## src/hdl/frame_ctl_regs.svh

```systemverilog
// register offsets, field positions, reset values and sizes of the
// output frame control block; included by bare name where needed
`ifndef FRAME_CTL_REGS_SVH
`define FRAME_CTL_REGS_SVH

`define OFS_OUTPUT_FRAME_CONTROL 8'h10
`define OFS_SPAN_AND_REF_SELECT 8'h14

`define CTL_WR_MASK 16'h7D0F
`define CTL_KEEP_MASK 16'h0008
`define CTL_RESET 16'h0000
`define SPAN_WR_MASK 8'h4F
`define SPAN_KEEP_MASK 8'h0F
`define SPAN_RESET 8'h00

`define BIT_NODE_ID_APPEND 14
`define BIT_SUPPLY_ALARM_HI 13
`define BIT_SUPPLY_ALARM_LO 12
`define BIT_INPUT_ALARM_HI 11
`define BIT_INPUT_ALARM_LO 10
`define BIT_SPAN_SETTING_APPEND 8
`define BIT_PARITY_APPEND_ENABLE 3
`define BIT_VALUE_SEL_HI 2
`define BIT_VREF_OFF 6

`define RESULT_W 14
`define FRAME_MAX 28
`define LEN_W 5

`define PATTERN_ZEROS 14'h0000
`define PATTERN_ONES 14'h3FFF
`define PATTERN_ALT1 14'h1555
`define PATTERN_ALT2 14'h0CCC

`endif

```

## src/hdl/frame_ctl_pkg.sv

```systemverilog
// types shared by the output frame control block
// assumes nothing of its surroundings
package frame_ctl_pkg;

    typedef enum logic [1:0] {
        SHIFT_IDLE,
        SHIFT_RUN,
        SHIFT_DONE
    } shift_state_t;

    typedef enum logic [2:0] {
        VALUE_ZEROS = 3'h4,
        VALUE_ONES = 3'h5,
        VALUE_ALT1 = 3'h6,
        VALUE_ALT2 = 3'h7
    } value_pattern_t;

endpackage : frame_ctl_pkg

```

## src/hdl/frame_builder.sv

```systemverilog
// composes one output frame, left aligned, and its length in bits
// assumes all inputs belong to the clk_in domain; purely combinational
`timescale 1ns/10ps
`include "frame_ctl_regs.svh"

module frame_builder (
    input wire logic [13:0] result_in,
    input wire logic [2:0] value_select_in,
    input wire logic node_id_append_in,
    input wire logic [1:0] supply_alarm_append_in,
    input wire logic [1:0] input_alarm_append_in,
    input wire logic span_setting_append_in,
    input wire logic parity_append_enable_in,
    input wire logic [3:0] node_id_in,
    input wire logic supply_alarm_hi_in,
    input wire logic supply_alarm_lo_in,
    input wire logic input_alarm_hi_in,
    input wire logic input_alarm_lo_in,
    input wire logic [3:0] span_select_in,
    output logic [27:0] frame_out,
    output logic [4:0] len_out
);

    logic [13:0] value;
    logic [27:0] acc;
    logic [4:0] len;
    logic frame_par;
    logic result_par;

    always_comb begin
        if (!value_select_in[`BIT_VALUE_SEL_HI]) begin
            value = result_in;
        end else begin
            case (value_select_in)
                frame_ctl_pkg::VALUE_ZEROS: value = `PATTERN_ZEROS;
                frame_ctl_pkg::VALUE_ONES: value = `PATTERN_ONES;
                frame_ctl_pkg::VALUE_ALT1: value = `PATTERN_ALT1;
                frame_ctl_pkg::VALUE_ALT2: value = `PATTERN_ALT2;
                default: value = result_in;
            endcase
        end
        acc = {14'h0000, value};
        len = 5'd14;
        result_par = ^value;
        frame_par = ^value;
        // fixed order after the result: id, supply, input, span, parity
        if (node_id_append_in) begin
            acc = {acc[23:0], node_id_in};
            len = len + 5'd4;
            frame_par = frame_par ^ (^node_id_in);
        end
        if (supply_alarm_append_in[0]) begin
            acc = {acc[26:0], supply_alarm_hi_in};
            len = len + 5'd1;
            frame_par = frame_par ^ supply_alarm_hi_in;
        end
        if (supply_alarm_append_in[1]) begin
            acc = {acc[26:0], supply_alarm_lo_in};
            len = len + 5'd1;
            frame_par = frame_par ^ supply_alarm_lo_in;
        end
        if (input_alarm_append_in[0]) begin
            acc = {acc[26:0], input_alarm_hi_in};
            len = len + 5'd1;
            frame_par = frame_par ^ input_alarm_hi_in;
        end
        if (input_alarm_append_in[1]) begin
            acc = {acc[26:0], input_alarm_lo_in};
            len = len + 5'd1;
            frame_par = frame_par ^ input_alarm_lo_in;
        end
        if (span_setting_append_in) begin
            acc = {acc[23:0], span_select_in};
            len = len + 5'd4;
            frame_par = frame_par ^ (^span_select_in);
        end
        if (parity_append_enable_in) begin
            // result parity stays out of the frame parity sum
            acc = {acc[25:0], result_par, frame_par};
            len = len + 5'd2;
        end
        frame_out = acc << (5'd28 - len);
        len_out = len;
    end

endmodule : frame_builder

```

## src/hdl/frame_ctl_top.sv

```systemverilog
// output frame control: apb register file and serial frame shifter
// assumes apb master on clk_in; sclk and frame select come from pins
//
// Notes on behaviour
// - bit 14 set inserts the 4-bit node identifier into the frame
// - bits 13-12 choose which supply alarm flags are appended
// - bits 11-10 choose which input alarm flags are appended
// - bit 8 set appends the 4-bit span setting
// - bit 3 set appends two parity bits, frame grows by two
// - first parity bit: even parity over the result bits only
// - second parity bit: even parity over whole frame minus result parity
// - value select 0xx passes result, 100 zeros, 101 ones
// - value select 110 alternates single bits, 111 alternates pairs
// - reserved control bits ignore writes and read zero
// - control word at 10h-13h, written byte by byte, low byte lowest
// - word at 14h: reference off at bit 6, span select bits 3-0
// - parity enable and span select survive application reset only
// - span codes 0000-0100 bipolar, 1000-1011 unipolar
// - reference off bit 0 enables the on-chip reference
`timescale 1ns/10ps
`include "frame_ctl_regs.svh"

module frame_ctl_top (
    input wire logic clk_in,
    input wire logic reset_in,
    input wire logic app_reset_in,
    input wire logic psel_in,
    input wire logic penable_in,
    input wire logic pwrite_in,
    input wire logic [7:0] paddr_in,
    input wire logic [31:0] pwdata_in,
    input wire logic [3:0] pstrb_in,
    output logic [31:0] prdata_out,
    output logic pready_out,
    output logic pslverr_out,
    input wire logic [13:0] conv_data_in,
    input wire logic conv_valid_in,
    input wire logic [3:0] node_id_in,
    input wire logic supply_alarm_hi_in,
    input wire logic supply_alarm_lo_in,
    input wire logic input_alarm_hi_in,
    input wire logic input_alarm_lo_in,
    input wire logic sclk_in,
    input wire logic frame_sel_n_in,
    output logic serial_out_lanes_out,
    output logic onchip_vref_off_out,
    output logic [3:0] span_select_out,
    output logic [4:0] frame_len_out
);

    function automatic logic [31:0] merge_bytes(
        input logic [31:0] old_val,
        input logic [31:0] new_val,
        input logic [3:0] strb,
        input logic [31:0] wmask
    );
        logic [31:0] res;
        res = old_val;
        for (int i = 0; i < 4; i++) begin
            if (strb[i]) begin
                res[i*8 +: 8] = new_val[i*8 +: 8];
            end
        end
        merge_bytes = res & wmask;
    endfunction : merge_bytes

    // register file
    logic [15:0] ctl_q, ctl_d;
    logic [7:0] span_q, span_d;
    logic [31:0] prdata_q, prdata_d;
    logic pready_q, pready_d;
    logic pslverr_q, pslverr_d;
    logic [13:0] result_q, result_d;
    logic hit_ctl, hit_span, wr_commit;
    logic [31:0] rd_word;
    logic [31:0] ctl_merged, span_merged;

    assign hit_ctl = (paddr_in == `OFS_OUTPUT_FRAME_CONTROL);
    assign hit_span = (paddr_in == `OFS_SPAN_AND_REF_SELECT);
    assign wr_commit = psel_in && penable_in && pready_q && pwrite_in;
    assign ctl_merged = merge_bytes({16'h0000, ctl_q}, pwdata_in, pstrb_in,
                                    {16'h0000, `CTL_WR_MASK});
    assign span_merged = merge_bytes({24'h000000, span_q}, pwdata_in,
                                     pstrb_in, {24'h000000, `SPAN_WR_MASK});

    always_comb begin
        ctl_d = ctl_q;
        span_d = span_q;
        result_d = result_q;
        pready_d = 1'b0;
        pslverr_d = 1'b0;
        prdata_d = prdata_q;
        rd_word = 32'h00000000;
        if (hit_ctl) begin
            rd_word = {16'h0000, ctl_q};
        end else if (hit_span) begin
            rd_word = {24'h000000, span_q};
        end
        if (conv_valid_in) begin
            result_d = conv_data_in;
        end
        // one wait state so read data leaves a flip-flop
        if (psel_in && penable_in && !pready_q) begin
            pready_d = 1'b1;
            pslverr_d = !(hit_ctl || hit_span);
            prdata_d = pwrite_in ? 32'h00000000 : rd_word;
        end
        if (app_reset_in) begin
            // app reset wins over a write in the same cycle
            ctl_d = ctl_q & `CTL_KEEP_MASK;
            span_d = span_q & `SPAN_KEEP_MASK;
        end else if (wr_commit && hit_ctl) begin
            ctl_d = ctl_merged[15:0];
        end else if (wr_commit && hit_span) begin
            span_d = span_merged[7:0];
        end
    end

    always_ff @(posedge clk_in or posedge reset_in) begin
        if (reset_in) begin
            ctl_q <= `CTL_RESET;
            span_q <= `SPAN_RESET;
            result_q <= 14'h0000;
            prdata_q <= 32'h00000000;
            pready_q <= 1'b0;
            pslverr_q <= 1'b0;
        end else begin
            ctl_q <= ctl_d;
            span_q <= span_d;
            result_q <= result_d;
            prdata_q <= prdata_d;
            pready_q <= pready_d;
            pslverr_q <= pslverr_d;
        end
    end

    // span codes pass through as written; unlisted codes are not
    // trapped, the analog range decoder treats them as it sees fit
    logic vref_off_q, vref_off_d;
    logic [3:0] span_out_q, span_out_d;
    logic [4:0] frame_len_q, frame_len_d;
    logic [27:0] frame_w;
    logic [4:0] frame_len_w;

    frame_builder u_builder (
        .result_in(result_q),
        .value_select_in(ctl_q[2:0]),
        .node_id_append_in(ctl_q[`BIT_NODE_ID_APPEND]),
        .supply_alarm_append_in(ctl_q[13:12]),
        .input_alarm_append_in(ctl_q[11:10]),
        .span_setting_append_in(ctl_q[`BIT_SPAN_SETTING_APPEND]),
        .parity_append_enable_in(ctl_q[`BIT_PARITY_APPEND_ENABLE]),
        .node_id_in(node_id_in),
        .supply_alarm_hi_in(supply_alarm_hi_in),
        .supply_alarm_lo_in(supply_alarm_lo_in),
        .input_alarm_hi_in(input_alarm_hi_in),
        .input_alarm_lo_in(input_alarm_lo_in),
        .span_select_in(span_q[3:0]),
        .frame_out(frame_w),
        .len_out(frame_len_w)
    );

    always_comb begin
        vref_off_d = span_q[`BIT_VREF_OFF];
        span_out_d = span_q[3:0];
        frame_len_d = frame_len_w;
    end

    always_ff @(posedge clk_in or posedge reset_in) begin
        if (reset_in) begin
            vref_off_q <= 1'b0;
            span_out_q <= 4'h0;
            frame_len_q <= 5'd14;
        end else begin
            vref_off_q <= vref_off_d;
            span_out_q <= span_out_d;
            frame_len_q <= frame_len_d;
        end
    end

    // pin synchronisers; stage one feeds stage two only
    logic [2:0] sclk_sync_q;
    logic [2:0] sel_sync_q;

    always_ff @(posedge clk_in or posedge reset_in) begin
        if (reset_in) begin
            sclk_sync_q <= 3'h0;
            sel_sync_q <= 3'h7;
        end else begin
            sclk_sync_q <= {sclk_sync_q[1:0], sclk_in};
            sel_sync_q <= {sel_sync_q[1:0], frame_sel_n_in};
        end
    end

    logic sclk_fall, sel_fall, sel_high;
    assign sclk_fall = sclk_sync_q[2] && !sclk_sync_q[1];
    assign sel_fall = sel_sync_q[2] && !sel_sync_q[1];
    assign sel_high = sel_sync_q[1];

    // frame shifter; frame is captured as it stands when select falls
    frame_ctl_pkg::shift_state_t state_q, state_d;
    logic [27:0] shift_q, shift_d;
    logic [4:0] left_q, left_d;
    logic sdo_q, sdo_d;

    always_comb begin
        state_d = state_q;
        shift_d = shift_q;
        left_d = left_q;
        sdo_d = sdo_q;
        case (state_q)
            frame_ctl_pkg::SHIFT_IDLE: begin
                sdo_d = 1'b0;
                if (sel_fall && !app_reset_in) begin
                    shift_d = frame_w;
                    left_d = frame_len_w;
                    sdo_d = frame_w[27];
                    state_d = frame_ctl_pkg::SHIFT_RUN;
                end
            end
            frame_ctl_pkg::SHIFT_RUN: begin
                if (sel_high || app_reset_in) begin
                    sdo_d = 1'b0;
                    state_d = frame_ctl_pkg::SHIFT_IDLE;
                end else if (sclk_fall) begin
                    shift_d = {shift_q[26:0], 1'b0};
                    left_d = left_q - 5'd1;
                    sdo_d = shift_q[26];
                    if (left_q == 5'd1) begin
                        sdo_d = 1'b0;
                        state_d = frame_ctl_pkg::SHIFT_DONE;
                    end
                end
            end
            frame_ctl_pkg::SHIFT_DONE: begin
                // extra clocks past the frame read as zero
                sdo_d = 1'b0;
                if (sel_high || app_reset_in) begin
                    state_d = frame_ctl_pkg::SHIFT_IDLE;
                end
            end
            default: begin
                sdo_d = 1'b0;
                state_d = frame_ctl_pkg::SHIFT_IDLE;
            end
        endcase
    end

    always_ff @(posedge clk_in or posedge reset_in) begin
        if (reset_in) begin
            state_q <= frame_ctl_pkg::SHIFT_IDLE;
            shift_q <= 28'h0000000;
            left_q <= 5'd0;
            sdo_q <= 1'b0;
        end else begin
            state_q <= state_d;
            shift_q <= shift_d;
            left_q <= left_d;
            sdo_q <= sdo_d;
        end
    end

    assign prdata_out = prdata_q;
    assign pready_out = pready_q;
    assign pslverr_out = pslverr_q;
    assign serial_out_lanes_out = sdo_q;
    assign onchip_vref_off_out = vref_off_q;
    assign span_select_out = span_out_q;
    assign frame_len_out = frame_len_q;

    a_reserved_read: assert property (@(posedge clk_in) disable iff (reset_in)
        pready_q && !pwrite_in |-> prdata_q[31:15] == 17'h00000)
        else $error("reserved read bits not zero");

    a_byte_write: assert property (@(posedge clk_in) disable iff (reset_in)
        wr_commit && hit_ctl && pstrb_in == 4'h2 && !app_reset_in |=>
        ctl_q[15:8] == ($past(pwdata_in[15:8]) & 8'h7D) &&
        ctl_q[7:0] == $past(ctl_q[7:0]))
        else $error("byte lane write to control word wrong");

    a_app_reset: assert property (@(posedge clk_in) disable iff (reset_in)
        app_reset_in |=> ctl_q == ($past(ctl_q) & 16'h0008) &&
        span_q == ($past(span_q) & 8'h0F))
        else $error("application reset cleared wrong fields");

    a_vref_follow: assert property (@(posedge clk_in) disable iff (reset_in)
        wr_commit && hit_span && pstrb_in[0] && !app_reset_in |=> ##1
        onchip_vref_off_out == $past(pwdata_in[6], 2))
        else $error("reference off output does not follow write");

    a_frame_len: assert property (@(posedge clk_in) disable iff (reset_in)
        ##1 frame_len_out == 5'd14 + ($past(ctl_q[14]) ? 5'd4 : 5'd0) +
        5'($past(ctl_q[13])) + 5'($past(ctl_q[12])) +
        5'($past(ctl_q[11])) + 5'($past(ctl_q[10])) +
        ($past(ctl_q[8]) ? 5'd4 : 5'd0) +
        ($past(ctl_q[3]) ? 5'd2 : 5'd0))
        else $error("frame length mismatch");

    a_pass_result: assert property (@(posedge clk_in) disable iff (reset_in)
        !ctl_q[2] |-> frame_w[27:14] == result_q)
        else $error("result not passed through");

    a_alt_pairs: assert property (@(posedge clk_in) disable iff (reset_in)
        ctl_q[2:0] == 3'h7 |-> frame_w[27:14] == 14'h0CCC)
        else $error("pair pattern wrong");

    a_result_par: assert property (@(posedge clk_in) disable iff (reset_in)
        ctl_q[3] |-> frame_w[5'd29 - frame_len_w] == ^frame_w[27:14])
        else $error("result parity wrong");

    a_first_bit: assert property (@(posedge clk_in) disable iff (reset_in)
        state_q == frame_ctl_pkg::SHIFT_IDLE && sel_fall && !app_reset_in
        |=> serial_out_lanes_out == $past(frame_w[27]) &&
        state_q == frame_ctl_pkg::SHIFT_RUN)
        else $error("first frame bit not presented");

    a_ready_pulse: assert property (@(posedge clk_in) disable iff (reset_in)
        pready_q |=> !pready_q)
        else $error("pready held longer than one cycle");

endmodule : frame_ctl_top

```

## config.mk

```make
export PLATFORM = sky130hd
export DESIGN_NAME = frame_ctl_top
export DESIGN_NICKNAME = d
export VERILOG_FILES = /design/src/hdl/frame_ctl_pkg.sv /design/src/hdl/frame_builder.sv /design/src/hdl/frame_ctl_top.sv
export VERILOG_INCLUDE_DIRS = /design/src /design/src/hdl
export SDC_FILE = /design/constraint.sdc
export NUM_CORES = 1
export LEC_CHECK = 0
export BUFFER_PORTS_ARGS = -buffer_cell sky130_fd_sc_hd__buf_2
export CORE_UTILIZATION = 24
export DETAILED_ROUTE_END_ITERATION = 8
export GPL_TIMING_DRIVEN = 0
export PLACE_DENSITY_LB_ADDON = 0.25
export SLEW_MARGIN = 25
export SYNTH_ARGS = -nofsm -noshare
export SYNTH_HDL_FRONTEND = slang
export SYNTH_HIERARCHICAL = 1
export SYNTH_SLANG_ARGS = --single-unit
```

## constraint.sdc

```tcl
create_clock -name clk_in -period 4.6 [get_ports clk_in]
set_clock_uncertainty 0.1 [all_clocks]
set_input_delay 0.23 -clock clk_in [delete_from_list [all_inputs] [get_ports clk_in]]
set_output_delay 0.23 -clock clk_in [all_outputs]
set_load 0.05 [all_outputs]
```

# Word level (Yosys, flattened, before mapping)
# Index checks and enable logic that the tools add are counted.
totals:
  regBits: 123
  out_inout_bits: 45
  elab_cells: 140
op_classes:
  add_sub_neg: 8
  eq_ne: 16
  n_shift: 1
  mux: 54
  n_bitwise: 8
  reduce_logical: 33
ops:
  columns: ["operator", "n"]
  rows:
  - ["27-bit two-way mux", 3]
  - ["14-bit case mux with 4 select lines", 1]
  - ["27-bit case mux with 2 select lines", 1]
  - ["5-bit two-way mux", 10]
  - ["16-bit two-way mux", 3]
  - ["32-bit two-way mux", 1]
  - ["8-bit two-way mux", 4]
  - ["28-bit two-way mux", 1]
  - ["28-bit by 5-bit left shift with 28-bit output", 1]
  - ["26-bit two-way mux", 1]
  - ["22-bit two-way mux", 1]
  - ["21-bit two-way mux", 1]
  - ["5-bit by 1-bit adder with 5-bit output, second input constant", 4]
  - ["20-bit two-way mux", 1]
  - ["19-bit two-way mux", 1]
  - ["18-bit two-way mux", 1]
  - ["8-bit by 5-bit equality test with 1-bit output, second input constant", 2]
  - ["14-bit two-way mux", 1]
  - ["7-bit two-way mux", 2]
  - ["14-bit parity", 1]
  - ["3-bit equality test, second input constant", 4]
  - ["1-bit two-way mux", 12]
  - ["4-bit AND reduction", 3]
  - ["2-bit two-way mux", 5]
  - ["other kinds (23)", 55]

# Longest topological paths before layout
logic_depth:
  depth_word: 20
  mapped_depth: 23
  ltp_nobuf: 20

# Cells and area by module
# The synthesis kept the hierarchy.
by_module_without_submodules:
  columns: ["module", "n_inst", "cells_each", "area_per_inst_um2"]
  rows:
  - ["frame_builder", 1, 789, 5461.5]
  - ["frame_ctl_top", 1, 370, 4066.4]

# Worst setup path after synthesis
# Ideal clock, no wire load.
synth_path:
  kind: "register to register"
  start: "register ctl_q[13]"
  end: "register shift_q[14]"
  t_arrival_ns: 4.808
  required_time_ns: 4.418
  slack_ns: -0.390
  stages_incl_launch_ff: 24
  path_buffers: 6
  synth_period_minus_slack_ns: 4.990
  cell_sequence: "dfrtp_1 > buf_2 > inv_1 > buf_2 > ha_1 > xor2_1 > xnor2_2 > inv_1 > buf_2 > buf_2 > buf_2 > ha_1 > clkbuf_1 > inv_1 > nor2_1 > nand2_1 > or3b_2 > o311ai_0 > a211o_1 > nand2b_1 > o21ai_0 > a211oi_1 > nand2_1 > a31oi_1"
synth_via:
  elab_chain_cells: 13
  word_cells_on_any_way: 25
  cone_classes: "5 x add/sub; 1 x shift; 16 x mux; 3 x bitwise"
synth_rtl:
  columns: ["item", "line_no", "text"]
  rows:
  - ["start, declared", "frame_ctl_top.sv:68", "logic [15:0] ctl_q, ctl_d;"]
  - ["start signal, assigned", "frame_ctl_top.sv:121", "ctl_q <= `CTL_RESET;"]
  - ["start signal, assigned", "frame_ctl_top.sv:128", "ctl_q <= ctl_d;"]
  - ["5-bit two-way mux", "frame_builder.sv:57", "if (supply_alarm_append_in[1]) begin"]
  - ["5-bit by 1-bit adder with 5-bit output", "frame_builder.sv:64", "len = len + 5'd1;"]
  - ["5-bit two-way mux", "frame_builder.sv:62", "if (input_alarm_append_in[0]) begin"]
  - ["5-bit by 1-bit adder with 5-bit output", "frame_builder.sv:69", "len = len + 5'd1;"]
  - ["5-bit two-way mux", "frame_builder.sv:67", "if (input_alarm_append_in[1]) begin"]
  - ["5-bit by 3-bit adder with 5-bit output", "frame_builder.sv:74", "len = len + 5'd4;"]
  - ["5-bit two-way mux", "frame_builder.sv:72", "if (span_setting_append_in) begin"]
  - ["5-bit by 2-bit adder with 5-bit output", "frame_builder.sv:80", "len = len + 5'd2;"]
  - ["5-bit two-way mux", "frame_builder.sv:77", "if (parity_append_enable_in) begin"]
  - ["5-bit subtractor", "frame_builder.sv:82", "frame_out = acc << (5'd28 - len);"]
  - ["28-bit by 5-bit left shift with 28-bit output (*)", "frame_builder.sv:82", null]
  - ["net frame_w[14]", "frame_ctl_top.sv:142", "logic [27:0] frame_w;"]
  - ["27-bit two-way mux (*)", "frame_ctl_top.sv:214", "if (sel_fall && !app_reset_in) begin"]
  - ["27-bit case mux with 2 select lines (*)", "frame_ctl_top.sv:211", "case (state_q)"]
  - ["end signal, assigned", "frame_ctl_top.sv:257", "shift_q <= shift_d;"]
  - ["end, declared", "frame_ctl_top.sv:202", "logic [27:0] shift_q, shift_d;"]
# The timed path passes the listed nets; every way through them passes the cells marked *. The select of a mux whose other input is x is not followed.
# A chain may end at the register's enable or synchronous reset.

# Final worst setup path
layout_path:
  start: "register ctl_q[14]"
  end: "register shift_q[21]"
layout_via:
  elab_chain_cells: 17
  word_cells_on_any_way: 35
  cone_classes: "7 x add/sub; 1 x shift; 22 x mux; 5 x bitwise"
layout_rtl:
  columns: ["item", "line_no", "text"]
  rows:
  - ["5-bit two-way mux", "frame_builder.sv:47", "if (node_id_append_in) begin"]
  - ["5-bit by 1-bit adder with 5-bit output", "frame_builder.sv:54", "len = len + 5'd1;"]
  - ["5-bit two-way mux", "frame_builder.sv:52", "if (supply_alarm_append_in[0]) begin"]
  - ["5-bit by 1-bit adder with 5-bit output", "frame_builder.sv:59", "len = len + 5'd1;"]
  - ["5-bit two-way mux", "frame_builder.sv:57", null]
  - ["5-bit by 1-bit adder with 5-bit output", "frame_builder.sv:64", null]
  - ["5-bit two-way mux", "frame_builder.sv:62", null]
  - ["5-bit by 1-bit adder with 5-bit output", "frame_builder.sv:69", null]
  - ["[2 not listed]", null, null]
  - ["5-bit two-way mux", "frame_builder.sv:72", null]
  - ["5-bit by 2-bit adder with 5-bit output", "frame_builder.sv:80", null]
  - ["5-bit two-way mux", "frame_builder.sv:77", null]
  - ["5-bit subtractor", "frame_builder.sv:82", null]
  - ["28-bit by 5-bit left shift with 28-bit output (*)", "frame_builder.sv:82", null]
  - ["net frame_w[21]", "frame_ctl_top.sv:142", null]
  - ["27-bit two-way mux (*)", "frame_ctl_top.sv:214", null]
  - ["27-bit case mux with 2 select lines (*)", "frame_ctl_top.sv:211", null]
# Marks and branches as above.

==> flow_metrics.env <==
export IMPL_path_class="flop to flop"
export IMPL_clock_sinks=95
export IMPL_fmax_mhz=223
export IMPL_timing_final_ws_setup_ps=122
export IMPL_synth_enable_flop_cells=0
export IMPL_ioPinCount=120
export IMPL_maxCapViolations=0
export IMPL_h_tree_depth=3
export IMPL_core_area_mm2=0.0389
export IMPL_cts_tree="done"
export IMPL_ys_types=106
export IMPL_r2r_start="ctl_q[14]"
export IMPL_synth_top_area_cell="dfrtp_1"
export IMPL_final_core_util=0.305
export IMPL_grt_first_pass_wirelength_um=57900
export IMPL_grt_max_degree=63
export IMPL_required_ps=4740
export IMPL_worst_pin_slew_ps=733
export IMPL_synth_area_mm2=0.00953
export IMPL_setup_viol=0
export IMPL_ys_warn_count=6
export IMPL_clockBufferDepth=2
export IMPL_hp_class="input port to flop"
export IMPL_grt_overflow_total=0
export IMPL_status="finished, final reports clean"
export IMPL_report_final_hold_viol_count=0
export IMPL_min_period_ps=4480
export IMPL_arrival_ps=4620
export IMPL_finish_instance_area_mm2=0.0119
export IMPL_grt_usage=0.182
export IMPL_diodes=0
export IMPL_antenna_left=0
export IMPL_clkTransAtPathRegs_ps=80
export IMPL_place_gp_congestion=0.945
export IMPL_finalCritPeriodShare=0.973
export IMPL_synth_common_cells="136 x nand2_1, 89 x dfrtp_1, 82 x nor2_1"
export IMPL_synthToLayoutAreaGrowth_pct=24.6
export IMPL_vias=10200
export IMPL_core_rowCount=72
export IMPL_crit_fanout=11
export IMPL_ys_async_sr_fraction=1.00
export IMPL_fp_dieH_um=201
export IMPL_p_leak_nw=4.62
export IMPL_min_path_cells=2
export IMPL_route_detailed_drc=0
export IMPL_hold_end="result_q[12]"
export IMPL_ir_drop_mv=0.165
export IMPL_worstHoldStart="conv_data_in[12]"
export IMPL_yosysTopAreaCellShare=0.234
export IMPL_synth_area_top_cells="dfrtp_1 23%, nand2_1 5.4%, mux2_2 3.9%, nor3_1 3.4%, nor2_1 3.2%"
export IMPL_power_density_mw_per_mm2=199
export IMPL_dieArea_mm2=0.0405
export IMPL_first_pass_iters=5
export IMPL_syn_avg_cell_area_um2=8.22
export IMPL_dp_slack_ps=-1390
export IMPL_synth_seq_cells=95
export IMPL_portBuffers=80
export IMPL_post_dp_hpwl_um=29400
export IMPL_grt_pass1_vias=9586
export IMPL_via_per_inst=5.56
export IMPL_drtIter0Drc=1013
export IMPL_die_x_um=201
export IMPL_antenna_found_initial=0
export IMPL_wl_um=37800
export IMPL_start_util=0.245
export IMPL_wl_per_cell_um=20.6
export IMPL_syn_instance_count=1159
export IMPL_ys_seq_area_frac=0.250
export IMPL_relSlewSlack=0.507
export IMPL_end_kind="flop"
export IMPL_synth_ff_type="dfrtp_1"
export IMPL_clk_latency_ps=380
export IMPL_r2r_end="shift_q[21]"
export IMPL_cts_buffers_inserted=9
export IMPL_place_area_mm2=0.0107
export IMPL_reg2reg_slack_ps=120
export IMPL_slew_violations=0
export IMPL_fillers=4260
export IMPL_drive_gt1_frac=0.255
export IMPL_synth_most_common_cell="nand2_1"
export IMPL_ctsRootBufferMaster="clkbuf_16"
export IMPL_nets=1399
export IMPL_start_kind="flop"
export IMPL_r2r_cells=19
-- what timing repair did --
action,in CTS,in global routing
buffers inserted,20,10
setup endpoints to repair,28,27
cloned,0,1
gates resized for setup,49,62
endpoints found under the hold margin,50,0
pin swaps,13,16
hold buffers,18,0
-- cells by family after synthesis --
| group | after synthesis | synth area share |
|---|---|---|
| simple gates | 432 | 0.230 |
| flops | 95 | 0.250 |
| xor+xnor | 46 | 0.0544 |
| compound gates | 366 | 0.283 |
| other cells | 1 | 0.000394 |
| fa+ha+maj | 10 | 0.0131 |
| buf+inv | 132 | 0.0678 |
| mux | 77 | 0.102 |
-- power by group --
group / leakage (nW) / internal (W) / switching (W)
logic: 3.31 / 0.000266 / 0.000358
clock network: 0.140 / 0.000383 / 0.000388
registers: 1.18 / 0.000910 / 0.0000565
total: 4.62 / 0.00156 / 0.000803
-- area by class of cell --
cell class                      instances  area [um^2]  area share
Multi-Input combinational cell        947         6920       0.583
Sequential cell                        95         2390       0.201
Timing Repair Buffer                  130          878      0.0740
Tap cell                              518          648      0.0546
Buffer                                106          637      0.0536
Clock buffer                           10          229      0.0193
Inverter                               25          114     0.00959
Clock inverter                          6         63.8     0.00537
-- registers in the layout (all words and copies together), names as in the netlist, 2 cells and up --
name	cells
state_q	2
left_q	5
span_select_out	4
result_q	14
shift_q	27
span_q	5
frame_len_out	5
prdata_out	13
sel_sync_q	3
ctl_q	10
sclk_sync_q	3
-- placed cells by master, fill, tap and decap left out, drive strengths merged, types with 8 or more instances in the layout --
cell / count
nand3: 38
xnor2: 29
mux2: 35
dlygate4sd3: 18
xor2: 13
mux2i: 33
and2: 11
buf: 165
o2111ai: 10
o22ai: 20
a22oi: 15
clkbuf: 63
o221ai: 15
dfrtp: 89
nor3: 67
a21oi: 59
nor2b: 8
o31ai: 13
inv: 26
nor2: 83
conb: 16
or2: 8
mux4: 9
a211oi: 25
a31oi: 41
and3: 9
o211ai: 21
o21ai: 50
ha: 10
nand2b: 14
nand4: 10
nand2: 136
nor4: 15
a221oi: 9
a22o: 10
-- worst max path at each step --
stage              start           to
2_1_floorplan  ctl_q[13]  shift_q[14]
3_3_place_gp   ctl_q[12]  shift_q[24]
3_5_place_dp   ctl_q[12]  shift_q[24]
4_1_cts        ctl_q[13]  shift_q[26]
5_1_grt        ctl_q[14]  shift_q[25]
6_report       ctl_q[14]  shift_q[21]
-- metrics by stage --
step / hold slack (ps) / setup TNS (ps) / total power, W / cells
6_report: 5.85 / 0 / 0.00236 / 1837
5_1_grt: 1.49 / -32.3 / 0.00248 / 1837
3_5_place_dp: 140 / -30290 / 0.00158 / 1773
4_1_cts: 3.98 / 0 / 0.00238 / 1826
2_1_floorplan: 134 / 0 / 0.00140 / 1174
3_3_place_gp: 245 / -29950 / 0.00157 / 1772
-- per-layer routing --
metal	track usage	routed length, um	share of wire
met5	0	0	0
met4	0.0606	1150	0.030
met3	0.0238	2100	0.056
met2	0.294	17400	0.46
met1	0.248	17100	0.45
-- critical path, cell delays in order (launching register included) --
cell        delay [ps]
dfrtp_2            370
buf_6              170
buf_8              170
clkinvlp_4         150
clkbuf_8           210
ha_4               260
mux2i_4            190
xor2_2             230
xnor3_2            370
ha_4               280
mux2i_4            170
buf_12             150
xnor2_4            100
buf_6              160
buf_4              190
a2111oi_0          540
a211o_1            230
o221ai_1           130
nand2_1             90
a31oi_1             80
Power figures use the tool's default switching activity.
